**src/tmz_regs.svh**
```systemverilog
// tmz_regs.svh: register offsets, field positions, reset values and timing counts
// assumes: included by the timer design file, the checker and the bench
`ifndef TMZ_REGS_SVH
`define TMZ_REGS_SVH

`define TMZ_OFF_COUNT     12'h000
`define TMZ_OFF_INTCTL    12'h004
`define TMZ_OFF_OPTION    12'h008
`define TMZ_OFF_PORTADIR  12'h00c
`define TMZ_OFF_CONTROL   12'h010
`define TMZ_OFF_IRQ_STAT  12'h014
`define TMZ_OFF_IRQ_MASK  12'h018

// option_config fields
`define TMZ_OPT_SRC_BIT   5
`define TMZ_OPT_EDGE_BIT  4
`define TMZ_OPT_PSA_BIT   3
`define TMZ_OPT_PS_LSB    0
// interrupt_control fields
`define TMZ_INT_GIE_BIT   7
`define TMZ_INT_TIMER_OVERFLOW_IRQ_ENABLE_BIT  5
`define TMZ_INT_TIMER_OVERFLOW_FLAG_BIT  2
// control register fields (write-one actions and sleep level)
`define TMZ_CTL_WDCLR_BIT 0
`define TMZ_CTL_SLEEP_BIT 1

`define TMZ_RST_OPTION    8'hff
`define TMZ_RST_PORTADIR  8'h1f
`define TMZ_RST_COUNT     8'h00
`define TMZ_RST_INTCTL    8'h00
`define TMZ_PORTADIR_MASK 8'h1f

// internal phase clock: four system clocks per instruction cycle
`define TMZ_PHASES        2'h3
// watchdog timeout in watchdog ticks, prescaled only when the prescaler serves the watchdog, else instruction cycles (arbitrary plain default)
`define TMZ_WDT_LIMIT     8'hff

`endif

```
**src/tmz_pkg.sv**
```systemverilog
// tmz_pkg.sv: types shared by the timer block
// assumes: tmz_regs.svh is on the include path
package tmz_pkg;

  typedef struct packed {
    logic [11:0] haddr;
    logic [1:0]  htrans;
    logic        hwrite;
    logic [2:0]  hsize;
    logic        hsel;
    logic        hready;
    logic [31:0] hwdata;
  } tmz_ahb_req_t;

  typedef struct packed {
    logic [31:0] hrdata;
    logic        hreadyout;
    logic        hresp;
  } tmz_ahb_rsp_t;

  typedef enum logic [1:0] {
    TMZ_Q1 = 2'b00,
    TMZ_Q2 = 2'b01,
    TMZ_Q3 = 2'b10,
    TMZ_Q4 = 2'b11
  } tmz_phase_t;

endpackage : tmz_pkg

```
**src/tmz_timer.sv**
```systemverilog
// tmz_timer.sv: 8-bit timer with prescaler shared with the watchdog, AHB-Lite slave
// assumes: one clock sys_clk, synchronous active-high reset, counter pin asynchronous
// Operation
// - one prescaler, timer when assign bit 0
// - three-bit ratio chooses 1:2 to 1:256
// - 1:1 only when prescaler serves watchdog
// - prescaler count is not software visible
// - timer count write clears prescaler when it is assigned to the timer
// - watchdog clear clears watchdog, and prescaler when it is assigned to the watchdog
// - FFh to 00h rollover is the event
// - flag sets on rollover regardless of enable
// - only software clears the overflow flag
// - enable bit gates timer_irq; irq is gated by irq_mask_reg instead
// - timer frozen during sleep
// - external clock sampled on second, fourth phase
//
// The placing of the registers and the AHB-Lite register port were decided locally.
`include "tmz_regs.svh"
`timescale 1ns/1ns
`default_nettype none

module tmz_timer
(
  input  wire logic                  sys_clk,
  input  wire logic                  reset,
  input  wire tmz_pkg::tmz_ahb_req_t ahb_req,
  output var  tmz_pkg::tmz_ahb_rsp_t ahb_rsp,
  input  wire logic                  counter_clock_input_pin,
  output logic                       timer_irq,
  output logic                       irq,
  output logic                       watchdog_timeout
);
  import tmz_pkg::*;

  ////////////////////////////////////////////////////////////////////////////
  // registers
  logic [7:0]  count_reg,     count_next;
  logic [7:0]  intctl_reg,    intctl_next;
  logic [7:0]  option_reg,    option_next;
  logic [7:0]  portadir_reg,  portadir_next;
  logic        sleep_reg;
  logic [7:0]  prescale_reg,  prescale_next;
  logic [7:0]  wdt_reg,       wdt_next;
  logic        wdt_to_reg;
  logic [1:0]  irq_stat_reg,  irq_stat_next;
  logic [1:0]  irq_mask_reg;
  tmz_phase_t  phase_reg;
  logic        pin_s1_reg,    pin_s2_reg,  pin_d_reg;
  logic        ext_samp_reg,  ext_prev_reg;
  logic        wdt_tick_reg;
  logic        wr_pend_reg;
  logic [11:0] wr_addr_reg;
  logic [31:0] hrdata_reg;

  ////////////////////////////////////////////////////////////////////////////
  // bus decode
  wire        bus_take  = ahb_req.hsel & ahb_req.hready & ahb_req.htrans[1];
  wire        wr_take   = bus_take & ahb_req.hwrite;
  wire        rd_take   = bus_take & ~ahb_req.hwrite;
  wire [7:0]  wdat      = ahb_req.hwdata[7:0];
  // read data is registered at the address phase so it stands in the data phase
  wire [11:0] rd_sel    = {ahb_req.haddr[11:2], 2'b00};
  wire        wr_count  = wr_pend_reg & (wr_addr_reg == `TMZ_OFF_COUNT);
  wire        wr_intctl = wr_pend_reg & (wr_addr_reg == `TMZ_OFF_INTCTL);
  wire        wr_option = wr_pend_reg & (wr_addr_reg == `TMZ_OFF_OPTION);
  wire        wr_pdir   = wr_pend_reg & (wr_addr_reg == `TMZ_OFF_PORTADIR);
  wire        wr_ctl    = wr_pend_reg & (wr_addr_reg == `TMZ_OFF_CONTROL);
  wire        wr_stat   = wr_pend_reg & (wr_addr_reg == `TMZ_OFF_IRQ_STAT);
  wire        wr_mask   = wr_pend_reg & (wr_addr_reg == `TMZ_OFF_IRQ_MASK);
  wire        wdt_clear = wr_ctl & wdat[`TMZ_CTL_WDCLR_BIT];

  ////////////////////////////////////////////////////////////////////////////
  // clock source selection and prescaler
  wire        psa_wdt    = option_reg[`TMZ_OPT_PSA_BIT];
  wire [2:0]  ps_sel     = option_reg[`TMZ_OPT_PS_LSB +: 3];
  wire        src_ext    = option_reg[`TMZ_OPT_SRC_BIT];
  wire        edge_fall  = option_reg[`TMZ_OPT_EDGE_BIT];
  wire        instr_tick = (phase_reg == TMZ_Q4);
  wire        pin_lvl    = pin_d_reg ^ edge_fall;
  wire        pin_rise   = pin_lvl & ~ext_prev_reg;
  wire        raw_tick   = src_ext ? pin_rise : instr_tick;
  // the watchdog ticks on the instruction clock in this model
  wire        pre_in     = psa_wdt ? instr_tick : raw_tick;
  // ratio 1:2^(ps+1) when assigned to the timer
  wire [7:0]  pre_mask   = 8'((9'h002 << ps_sel) - 9'h001);
  wire        pre_wrap   = pre_in & ((prescale_reg & pre_mask) == pre_mask);
  wire        pre_clr    = (wr_count & ~psa_wdt)
                         | (wdt_clear & psa_wdt);
  // undivided only when the prescaler serves the watchdog
  wire        tmr_src    = psa_wdt ? raw_tick : pre_wrap;
  wire        wdt_in     = psa_wdt ? pre_wrap : instr_tick;
  wire        phase_samp = (phase_reg == TMZ_Q2) | (phase_reg == TMZ_Q4);
  // external path: prescaler output resampled on the second and fourth phases
  wire        tmr_tick   = src_ext ? (ext_samp_reg & ~wdt_tick_reg) : tmr_src;

  always_comb
  begin
    prescale_next = prescale_reg;
    if (pre_clr)
      prescale_next = 8'h00;
    else if (pre_in)
      prescale_next = prescale_reg + 8'h01;
  end

  ////////////////////////////////////////////////////////////////////////////
  // counter and flag
  wire        count_inc = tmr_tick & ~sleep_reg;
  wire        rollover  = count_inc & (count_reg == 8'hff);

  always_comb
  begin
    count_next = count_reg;
    if (wr_count)
      count_next = wdat;
    else if (count_inc)
      count_next = count_reg + 8'h01;
  end

  always_comb
  begin
    intctl_next = intctl_reg;
    if (wr_intctl)
      intctl_next = wdat;
    // set wins over a same-cycle software clear
    if (rollover)
      intctl_next[`TMZ_INT_TIMER_OVERFLOW_FLAG_BIT] = 1'b1;
  end

  always_comb
  begin
    irq_stat_next = irq_stat_reg;
    if (wr_stat)
      irq_stat_next = irq_stat_reg & ~wdat[1:0];
    irq_stat_next = irq_stat_next | {watchdog_timeout & ~wdt_to_reg, rollover};
  end

  always_comb
  begin
    wdt_next = wdt_reg;
    if (wdt_clear)
      wdt_next = 8'h00;
    else if (wdt_in & ~watchdog_timeout)
      wdt_next = wdt_reg + 8'h01;
  end

  wire timer_overflow_flag = intctl_reg[`TMZ_INT_TIMER_OVERFLOW_FLAG_BIT];
  wire timer_overflow_irq_enable = intctl_reg[`TMZ_INT_TIMER_OVERFLOW_IRQ_ENABLE_BIT];
  assign timer_irq        = timer_overflow_flag & timer_overflow_irq_enable;
  assign irq              = |(irq_stat_reg & irq_mask_reg);
  assign watchdog_timeout = (wdt_reg == `TMZ_WDT_LIMIT);

  ////////////////////////////////////////////////////////////////////////////
  // register read mux; the prescaler count has no address
  logic [7:0] rd_byte;
  always_comb
  begin
    rd_byte = 8'h00;
    unique case (rd_sel)
      `TMZ_OFF_COUNT:    rd_byte = count_reg;
      `TMZ_OFF_INTCTL:   rd_byte = intctl_reg;
      `TMZ_OFF_OPTION:   rd_byte = option_reg;
      `TMZ_OFF_PORTADIR: rd_byte = portadir_reg;
      `TMZ_OFF_CONTROL:  rd_byte = {6'h00, sleep_reg, 1'b0};
      `TMZ_OFF_IRQ_STAT: rd_byte = {6'h00, irq_stat_reg};
      `TMZ_OFF_IRQ_MASK: rd_byte = {6'h00, irq_mask_reg};
      default:           rd_byte = 8'h00;
    endcase
  end

  assign ahb_rsp.hrdata    = hrdata_reg;
  assign ahb_rsp.hreadyout = 1'b1;
  assign ahb_rsp.hresp     = 1'b0;

  ////////////////////////////////////////////////////////////////////////////
  // flops
  always_ff @(posedge sys_clk)
  begin
    if (reset)
    begin
      pin_s1_reg   <= 1'b0;
      pin_s2_reg   <= 1'b0;
      pin_d_reg    <= 1'b0;
      ext_prev_reg <= 1'b0;
      ext_samp_reg <= 1'b0;
      wdt_tick_reg <= 1'b0;
      phase_reg    <= TMZ_Q1;
    end
    else
    begin
      pin_s1_reg   <= counter_clock_input_pin;
      pin_s2_reg   <= pin_s1_reg;
      pin_d_reg    <= pin_s2_reg;
      ext_prev_reg <= pin_lvl;
      phase_reg    <= tmz_phase_t'(phase_reg + 2'h1);
      // latch the prescaler output until the next sampling phase
      if (phase_samp)
      begin
        ext_samp_reg <= tmr_src | (wdt_tick_reg & ~ext_samp_reg);
        wdt_tick_reg <= 1'b0;
      end
      else if (tmr_src)
        wdt_tick_reg <= 1'b1;
      else
        ext_samp_reg <= 1'b0;
    end
  end

  always_ff @(posedge sys_clk)
  begin
    if (reset)
    begin
      count_reg    <= `TMZ_RST_COUNT;
      intctl_reg   <= `TMZ_RST_INTCTL;
      option_reg   <= `TMZ_RST_OPTION;
      portadir_reg <= `TMZ_RST_PORTADIR;
      sleep_reg    <= 1'b0;
      prescale_reg <= 8'h00;
      wdt_reg      <= 8'h00;
      wdt_to_reg   <= 1'b0;
      irq_stat_reg <= 2'h0;
      irq_mask_reg <= 2'h0;
    end
    else
    begin
      count_reg    <= count_next;
      intctl_reg   <= intctl_next;
      prescale_reg <= prescale_next;
      wdt_reg      <= wdt_next;
      wdt_to_reg   <= watchdog_timeout;
      irq_stat_reg <= irq_stat_next;
      if (wr_option)
        option_reg <= wdat;
      if (wr_pdir)
        portadir_reg <= wdat & `TMZ_PORTADIR_MASK;
      if (wr_ctl)
        sleep_reg <= wdat[`TMZ_CTL_SLEEP_BIT];
      if (wr_mask)
        irq_mask_reg <= wdat[1:0];
    end
  end

  always_ff @(posedge sys_clk)
  begin
    if (reset)
    begin
      wr_pend_reg <= 1'b0;
      wr_addr_reg <= 12'h000;
      hrdata_reg  <= 32'h0000_0000;
    end
    else
    begin
      wr_pend_reg <= wr_take;
      if (wr_take)
        wr_addr_reg <= {ahb_req.haddr[11:2], 2'b00};
      if (rd_take)
        hrdata_reg <= {24'h000000, rd_byte};
    end
  end

endmodule : tmz_timer

`default_nettype wire

```
**config.mk**
```make
export PLATFORM = sky130hd
export DESIGN_NAME = tmz_timer
export DESIGN_NICKNAME = d
export VERILOG_FILES = /design/src/tmz_pkg.sv /design/src/tmz_timer.sv
export VERILOG_INCLUDE_DIRS = /design/src
export SDC_FILE = /design/constraint.sdc
export NUM_CORES = 1
export LEC_CHECK = 0
export BUFFER_PORTS_ARGS = -buffer_cell sky130_fd_sc_hd__buf_2
export CAP_MARGIN = 20
export CORE_MARGIN = 1
export CORE_UTILIZATION = 48
export CTS_CLUSTER_SIZE = 30
export DETAILED_ROUTE_END_ITERATION = 10
export GPL_ROUTABILITY_DRIVEN = 0
export HOLD_SLACK_MARGIN = 0.05
export PLACE_DENSITY = 0.79
export RECOVER_POWER = 100
export SYNTH_ARGS = -nofsm -noshare
export SYNTH_HDL_FRONTEND = slang
export SYNTH_SLANG_ARGS = --single-unit
```
**constraint.sdc**
```tcl
create_clock -name sys_clk -period 1.9 [get_ports sys_clk]
set_input_delay 0.38 -clock sys_clk [delete_from_list [all_inputs] [get_ports sys_clk]]
set_output_delay 0.38 -clock sys_clk [all_outputs]
set_load 0.1 [all_outputs]
```
==> flow_summary_export.csv, run 1 <==
group,metric,value,unit
outcome,outcome,"finished clean",
setup_path,crit_path_cell_trace,"and4_1, nand4_1, inv_1, buf_12",
floorplanning,die_area,0.00843,mm^2
layout,drive_above_1_share,17.4,%
route,drc_errors,0,
global_route,grt_pass1_wl,13700,um
setup_path,worstSetupEndpointType,"output port",
timing,fin_worst_skew,0.0163,ns
run,max_cap_violations,0,
yosys,postSynthAreaPerCell,8.59,um^2
clocking,cts_tree,"done",
global_route,antenna_found_initial,0,
hold_path,min_to,"pin_s1_reg$_SDFF_PP0_",
timing,slew_violations,0,
layout,syn_to_final_growth,13.4,%
timing,tightestPinTransition,0.651,ns
clocking,clk_pin_slew,0.08,ns
setup_path,worst-path-buf-inv,2,
route,postRouteAntennaNets,0,
yosys,yosysMostFrequentCell,"dfxtp_1",
global_route,grt_overflow,0,
clocking,clockBufferDepth,2,
yosys,synth-edff-count,0,
clocking,cts_hold_buf,0,
placed_design,place_hpwl,6210,um
yosys,synth_top_area_share,40.3,%
yosys,netlist_area,0.00387,mm^2
timing,min_period,1.82,ns
layout,final_cells,601,
setup_path,reg2regPathDepth,8,
setup_path,crit_type,"register to output port",
floorplanning,die_w,91.8,um
clocking,cts-root-buf,"clkbuf_8",
yosys,seq_area_frac_synth,40.3,%
setup_path,cp.required,1.52,ns
setup_path,cp-start-kind,"register",
setup_path,rr_startpoint,"wdt_reg[0]$_SDFFE_PP0P_",
clocking,cts_buffers,9,
route,avgRoutedWirePerCell,14.2,um
setup_path,r2r-end,"wdt_reg[3]$_SDFFE_PP0P_",
layout,multi_input_area,0.00209,mm^2
yosys,synth_cell_types,53,
setup_path,crit_fanout,4,
placed_design,portBuffers,35,
route,vias_per_cell,5.43,
route,wirelength,8540,um
setup_path,r2r_slack,0.10,ns
route,first_pass_iters,5,
layout,final_nets,554,
layout,largest_reg_flops,10,
yosys,async_flop_share,0,%
floorplanning,die_h,91.8,um
timing,hold_viol_final,0,
yosys,synthCells,451,
clocking,h-tree-depth,3,
power,ir_drop,0.000595,V
power,p_leak,1.77,nW
yosys,synth_flop_cell,"dfxtp_1",
yosys,yosys-top-cells-count,"dfxtp_1 (78), nor2_1 (57), nand2_1 (54)",
timing,fin_crit_sh,95.7,%
route,drtIter0Drc,263,
layout,diodes,0,
timing,rsz0062_at_grt,"false",
layout,register_area,0.00156,mm^2
yosys,synth_top_area_cell,"dfxtp_1",
hold_path,hold_path_startpoint,"counter_clock_input_pin",
layout,num-fill-cells,690,
clocking,clock-sinks,78,
global_route,grtUsageTotal,20.8,%
setup_path,critical_path.max_stage_delay,0.40,ns
floorplanning,coreArea,0.00777,mm^2
yosys,synth_seq_cells,78,
yosys,synth.area.top_cells,"dfxtp_1 (40%), nor2_1 (5.5%), buf_4 (5.2%)",
setup_path,cp.arrival,1.44,ns
placed_design,dp.cells,583,
clocking,insertion_delay,0.36,ns
hold_path,hp-class,"input port to register",
global_route,grt_pass1_vias,2956,
timing,fmax,550,MHz
route,vias,3261,
timing,setup_viol,0,
yosys,yosys_warnings,0,
global_route,grt_max_degree,63,
floorplanning,fp-row-count,32,
placed_design,preCtsSetupSlack,0.0576,ns
floorplanning,start_util,49.9,%
hold_path,hold_depth,2,
floorplanning,io-pin-count,92,
setup_path,cpLargestDelayFamily,"flip-flops",
timing,setup_ws,0.0812,ns
timing,relSlewSlack,56.5,%
timing,tns,0,ns
setup_path,critical-path-slowest-cell,"dfxtp_1",
power,powerDensity,768,mW/mm^2
==> logic make-up (layout without fill, tap and decap cells) <==
kind of cell / after synthesis / in the layout / synth area share [%]
flip-flops: 78 / 78 / 40.3
multiplexers: 20 / 20 / 6.49
XOR/XNOR: 19 / 19 / 4.30
AND/OR/NAND/NOR: 188 / 188 / 23.7
other: 2 / 26 / 0.194
adder cells (fa/ha/maj): 5 / 5 / 1.61
AO/OA/AOI/OAI: 76 / 76 / 14.6
buffers and inverters: 63 / 87 / 8.72
==> cell type report <==
type | count | area share, %
well taps | 102 | 2.90
clock buffers | 9 | 2.82
repair buffers | 54 | 7.83
inverters | 17 | 1.45
flip-flops and latches | 78 | 35.6
clock inverters | 7 | 1.79
multi-input cells | 334 | 47.6
==> metal layers <==
metal / global-route usage, % / vias up / share of wire, %
met5: 0 / - / 0
met4: 6.77 / 0 / 0.47
met3: 5.80 / 4 / 6.8
met2: 36.9 / 109 / 49
met1: 24.1 / 1548 / 44
li1: - / 1600 / -
==> report_power, final <==
part | internal, mW | leakage, nW | switching, mW
clock network | 0.622 | 0.0982 | 0.640
logic | 0.0878 | 1.04 | 0.350
registers | 1.66 | 0.631 | 0.0179
total | 2.37 | 1.77 | 1.01
==> layout by cell type, fill, tap and decap left out, types with 8 or more instances in the layout <==
master and count:
inv_1 16, a21oi_1 25, nand3_1 13, dfxtp_1 76, nand4_1 11, buf_4 12
a22o_1 8, xnor2_1 16, clkbuf_2 13, nand3b_1 13, mux2i_1 15, conb_1 26
nor2_1 57, nand2_1 53, clkbuf_8 9, buf_2 22
==> how the worst max path moves through the flow <==
stage | startpoint | to | slack [ns] | depth (start not counted)
after floorplan | wdt_reg[2]$_SDFFE_PP0P_ | watchdog_timeout | 0.16 | 3
after global placement | prescale_reg[5]$_SDFFE_PP0P_ | wdt_reg[5]$_SDFFE_PP0P_ | 0.09 | 7
after detailed placement | prescale_reg[5]$_SDFFE_PP0P_ | wdt_reg[7]$_SDFFE_PP0P_ | 0.06 | 7
after CTS | prescale_reg[5]$_SDFFE_PP0P_ | wdt_reg[7]$_SDFFE_PP0P_ | 0.03 | 7
after global routing | wdt_reg[3]$_SDFFE_PP0P_ | watchdog_timeout | 0.002 | 4
final | wdt_reg[3]$_SDFFE_PP0P_ | watchdog_timeout | 0.08 | 4
==> through the flow <==
step | power (mW) | util [%] | hold WS (ns) | cell area [um^2]
3_5_place_dp | 2.15 | 53.6 | 0.420 | 4160
5_1_grt | 3.50 | 56.6 | 0.236 | 4390
6_report | 3.37 | 56.6 | 0.232 | 4390
2_1_floorplan | 2.11 | - | 0.414 | 3960
4_1_cts | 3.40 | 56.4 | 0.220 | 4380
3_3_place_gp | 2.14 | 53.6 | 0.421 | 4160
==> what timing repair did <==
item / 4_1_cts / 5_1_grt
pin swaps: 1 / 2
resized for setup: 1 / 9
buffers inserted: 2 / 0
endpoints found under the setup margin: 1 / 5
Note: power is estimated with default switching activity, not from simulation.
==> run 2: changes to the inputs <==
SETUP_SLACK_MARGIN = 0.4   (was unset)
==> flow_summary_export.csv, run 2 (synthesis gave the netlist of run 1 again) <==
group,metric,value,unit
outcome,outcome,"finished clean",
route,wirelength,10100,um
floorplanning,fp-row-count,32,
route,first_pass_iters,5,
setup_path,critical-path-slowest-cell,"dfxtp_2",
layout,drive_above_1_share,30.8,%
clocking,cts_tree,"done",
layout,final_common_cell,"dfxtp_1",
global_route,grt.met3_usage,3.48,%
setup_path,worstSetupEndpointType,"output port",
placed_design,place_hpwl,6310,um
setup_path,cp.arrival,1.46,ns
floorplanning,io-pin-count,92,
route,drtIter0Drc,229,
route,vias_per_cell,5.61,
clocking,clockBufferDepth,2,
global_route,met1_usage,28.2,%
setup_path,crit_path_cell_trace,"and4_4, nand4_1, buf_4, clkinvlp_4, buf_12",
run,max_cap_violations,0,
power,p_leak,1.87,nW
power,ir_drop,0.000370,V
floorplanning,coreArea,0.00777,mm^2
layout,largest_reg_flops,10,
global_route,grt_overflow,0,
route,avgRoutedWirePerCell,16.3,um
route,vias,3469,
setup_path,cp.required,1.52,ns
setup_path,cp-start-kind,"register",
timing,relSlewSlack,34.9,%
layout,syn_to_final_growth,24.7,%
route,postRouteAntennaNets,0,
hold_path,hold_path_startpoint,"counter_clock_input_pin",
power,power,3.24,mW
layout,diodes,0,
global_route,grtUsageMet2,39.1,%
layout,final_cell_mix,"dfxtp_1 (57), nor2_1 (51), nand2_1 (50)",
setup_path,crit_start,"wdt_reg[5]$_SDFFE_PP0P_",
placed_design,dp.cells,578,
route,drc_errors,0,
power,powerDensity,672,mW/mm^2
global_route,busiest_layer,"met2",
floorplanning,die_h,91.8,um
clocking,cts_buffers,9,
clocking,h-tree-depth,3,
timing,fmax,542,MHz
clocking,cts-root-buf,"clkbuf_8",
timing,tightestPinTransition,0.976,ns
timing,fin_worst_skew,0.00882,ns
timing,setup_viol,0,
timing,rsz0062_at_grt,"true",
hold_path,hp-class,"input port to register",
global_route,grt_pass1_wl,15200,um
placed_design,placed_cell_area,0.00417,mm^2
floorplanning,die_w,91.8,um
placed_design,portBuffers,35,
clocking,clock-sinks,78,
timing,fin_crit_sh,97.1,%
global_route,grt_max_degree,52,
global_route,antenna_found_initial,0,
floorplanning,die_area,0.00843,mm^2
setup_path,crit_type,"register to output port",
setup_path,critical_path.max_stage_delay,0.34,ns
timing,hold_ws,0.234,ns
global_route,grtUsageTotal,22.8,%
timing,min_period,1.84,ns
clocking,clk_pin_slew,0.08,ns
floorplanning,start_util,49.9,%
clocking,insertion_delay,0.35,ns
layout,final_cells,618,
timing,hold_viol_final,0,
setup_path,rr_startpoint,"wr_addr_reg[8]$_SDFFE_PP0P_",
setup_path,crit_fanout,2,
clocking,cts_hold_buf,0,
layout,final_nets,571,
layout,design_area,0.00483,mm^2
timing,slew_violations,0,
global_route,grt_pass1_vias,3159,
run 2: changes by cell type in the layout (fill, tap and decap cells not counted), moves of 3 or more:
cell	delta
a21oi_2	+3
nor2_1	-6
buf_6	+7
nor2_2	+3
nand2_1	-3
dfxtp_1	-19
dfxtp_4	+7
dfxtp_2	+12
buf_4	+10
nor2_4	+3
a21oi_1	-5
run 2: where the power goes:
part / internal, mW / switching, mW / leakage (nW)
Combinational: 0.0943 / 0.363 / 1.16
Sequential: 1.65 / 0.0278 / 0.638
Clock: 0.475 / 0.636 / 0.0816
run 2: worst paths after layout:
kind | to | slack, ns | cells past startpoint
max | watchdog_timeout | 0.06 | 5
max reg2reg | intctl_reg[2]$_SDFFE_PP0P_ | 0.10 | 6
min reg2reg | pin_d_reg$_SDFF_PP0_ | 0.44 | 1
min | pin_s1_reg$_SDFF_PP0_ | 0.23 | 2
run 2: per-layer routing:
metal	share of wire (%)	routed length, um	vias to the layer above
met5	0	0	-
met2	51	5140	139
met3	5.3	533	31
met4	3.1	308	0
met1	41	4090	1664
li1	-	-	1635
run 2: cell type report:
cell class	count	area (um^2)
inverter	17	67.6
sequential	78	1610
multi-input combinational	335	2380
clock inverter	7	50.0
timing repair buffer	70	477
fill	631	2940
tap	102	128
clock buffer	9	124
run 2: per-stage QoR:
step           worst slack [ns]  setup TNS [ns]  util, %
5_1_grt                 -0.0402         -0.0436     62.2
6_report                 0.0553               0     62.2
2_1_floorplan             0.228               0        -
3_3_place_gp              0.149               0     53.7
3_5_place_dp              0.113               0     53.7
4_1_cts                  0.0861               0     60.3
run 2: repair_timing:
item | CTS | global route
resized for setup | 73 | 42
cloned | 0 | 1
pin swaps | 29 | 25
setup endpoints to repair | 59 | 55
buffers inserted | 12 | 11
run 2: worst max-delay path: cells and delay by family (launching register included):
kind                   cells  cell delay [ns]
buffers and inverters      3             0.42
flip-flops                 1             0.34
AND/OR/NAND/NOR            2             0.35
==> run 3: changes to the inputs <==
CORE_ASPECT_RATIO = 0.6   (was unset)
CTS_BUF_LIST = sky130_fd_sc_hd__clkbuf_4 sky130_fd_sc_hd__clkbuf_8 sky130_fd_sc_hd__clkbuf_16   (was unset)
==> flow_summary_export.csv, run 3 (synthesis gave the netlist of run 1 again) <==
group,metric,value,unit
outcome,outcome,"finished clean",
clocking,cts_tree,"done",
route,first_pass_iters,5,
clocking,h-tree-depth,3,
route,postRouteAntennaNets,0,
timing,fin_crit_sh,97.7,%
setup_path,cp.required,1.52,ns
timing,slew_violations,0,
global_route,grt_pass1_wl,15600,um
run,max_cap_violations,0,
route,vias_per_cell,5.38,
timing,min_period,1.86,ns
floorplanning,die_w,118,um
timing,hold_ws,0.253,ns
clocking,clk_pin_slew,0.06,ns
timing,relSlewSlack,40.6,%
clocking,cts_buffers,9,
route,drc_errors,0,
timing,hold_viol_final,0,
placed_design,placed_cell_area,0.00424,mm^2
route,vias,3378,
clocking,insertion_delay,0.34,ns
route,wirelength,9700,um
power,powerDensity,780,mW/mm^2
setup_path,r2r-end,"wdt_reg[7]$_SDFFE_PP0P_",
layout,final_nets,579,
setup_path,crit_type,"register to output port",
power,internal_power,2.92,mW
hold_path,hp-class,"input port to register",
global_route,antenna_found_initial,0,
floorplanning,io-pin-count,92,
timing,fmax,539,MHz
route,drtIter0Drc,238,
layout,final_cell_mix,"dfxtp_1 (55), nor2_1 (53), nand2_1 (45)",
layout,num-fill-cells,582,
setup_path,r2r_slack,0.05,ns
floorplanning,coreArea,0.00754,mm^2
power,ir_drop,0.000505,V
power,switching_share,26.3,%
setup_path,crit_end,"watchdog_timeout",
clocking,clockBufferDepth,2,
setup_path,worstSetupEndpointType,"output port",
timing,setup_viol,0,
global_route,grtUsageTotal,24.0,%
global_route,grt_max_degree,35,
power,pwr-share-clk,45.7,%
placed_design,portBuffers,35,
setup_path,reg2regPathDepth,7,
power,p_leak,1.99,nW
timing,fin_worst_skew,0.00572,ns
timing,tightestPinTransition,0.891,ns
floorplanning,start_util,51.4,%
power,switchingPower,1.05,mW
floorplanning,die_area,0.00845,mm^2
floorplanning,die_h,71.6,um
global_route,grt_pass1_vias,3105,
placed_design,preCtsSetupSlack,0.00182,ns
clocking,cts_hold_buf,0,
global_route,grt_overflow,0,
setup_path,cp-start-kind,"register",
layout,design_area,0.00509,mm^2
floorplanning,fp-row-count,24,
setup_path,cp.arrival,1.48,ns
setup_path,crit_start,"wdt_reg[0]$_SDFFE_PP0P_",
layout,diodes,0,
layout,final_common_cell,"dfxtp_1",
timing,tns,0,ns
layout,drive_above_1_share,33.6,%
layout,largest_reg_flops,10,
route,avgRoutedWirePerCell,15.4,um
clocking,cts-root-buf,"clkbuf_16",
setup_path,crit_fanout,3,
power,comb_power_share,11.9,%
layout,syn_to_final_growth,31.4,%
clocking,clock-sinks,78,
placed_design,place_hpwl,6710,um
power,seqPwrFrac,42.4,%
timing,setup_ws,0.0446,ns
setup_path,rr_startpoint,"option_reg[2]$_SDFFE_PP1P_",
timing,rsz0062_at_grt,"true",
## run 3: cell types whose count changed in the layout (fill, tap and decap cells not counted), sizes merged
cell,previous run,this run
inv,16,15
clkinvlp,4,2
clkbuf,25,20
buf,54,68
bufinv,0,2
## run 3: worst min path at each step
stage / start / to / slack (ns) / depth (start not counted)
after floorplan: pin_s2_reg$_SDFF_PP0_ / pin_d_reg$_SDFF_PP0_ / 0.41 / 1
after global placement: pin_s2_reg$_SDFF_PP0_ / pin_d_reg$_SDFF_PP0_ / 0.42 / 1
after detailed placement: pin_s2_reg$_SDFF_PP0_ / pin_d_reg$_SDFF_PP0_ / 0.43 / 1
after CTS: counter_clock_input_pin / pin_s1_reg$_SDFF_PP0_ / 0.24 / 2
after global routing: ahb_req[51] / wr_addr_reg[11]$_SDFFE_PP0P_ / 0.27 / 3
final: counter_clock_input_pin / pin_s1_reg$_SDFF_PP0_ / 0.25 / 2
## run 3: worst max-delay path, cell delays in order (launching register included)
cell and delay, ns:
dfxtp_2 0.33, ha_2 0.19, nand4_1 0.11, clkbuf_1 0.20
clkinvlp_4 0.13, buf_12 0.17
## run 3: metal layers
metal	vias to the layer above	share of wire, %	wire, um	GRT usage, %
met5	-	0	0	0
met4	0	0.70	68	6.13
met3	5	7.1	692	8.36
met2	107	46	4470	37.8
met1	1615	46	4470	31.7
li1	1651	-	-	-
## run 3: cell type report
cell class,count,area [um^2],area share (%)
Timing Repair Buffer,78,603,11.8
Multi-Input combinational cell,335,2370,46.6
Tap cell,104,130,2.56
Clock inverter,6,86.3,1.70
Sequential cell,78,1600,31.4
Inverter,17,67.6,1.33
Clock buffer,10,233,4.57
## run 3: what timing repair did
action,in CTS,in global routing
pin swaps,30,9
endpoints found under the setup margin,53,55
gates cloned,0,1
gates resized for setup,67,28
setup buffers,16,8
endpoints found under the hold margin,0,0
## run 3: metrics by stage
stage                     utilization (%)  total power [mW]  instances
after floorplan                         -              2.11        475
after global placement               56.2              2.15        587
after detailed placement             56.2              2.16        587
after CTS                            65.7              4.00        619
after global routing                 67.5              4.11        628
final                                67.5              3.97        628
## run 3: power by group through the flow
stage / Sequential, mW / Clock (mW) / Combinational, mW
floorplan: 1.71 / 0 / 0.404
global placement: 1.72 / 0 / 0.431
detailed placement: 1.72 / 0 / 0.437
CTS: 1.68 / 1.86 / 0.455
global route: 1.69 / 1.92 / 0.501
finish: 1.68 / 1.81 / 0.474
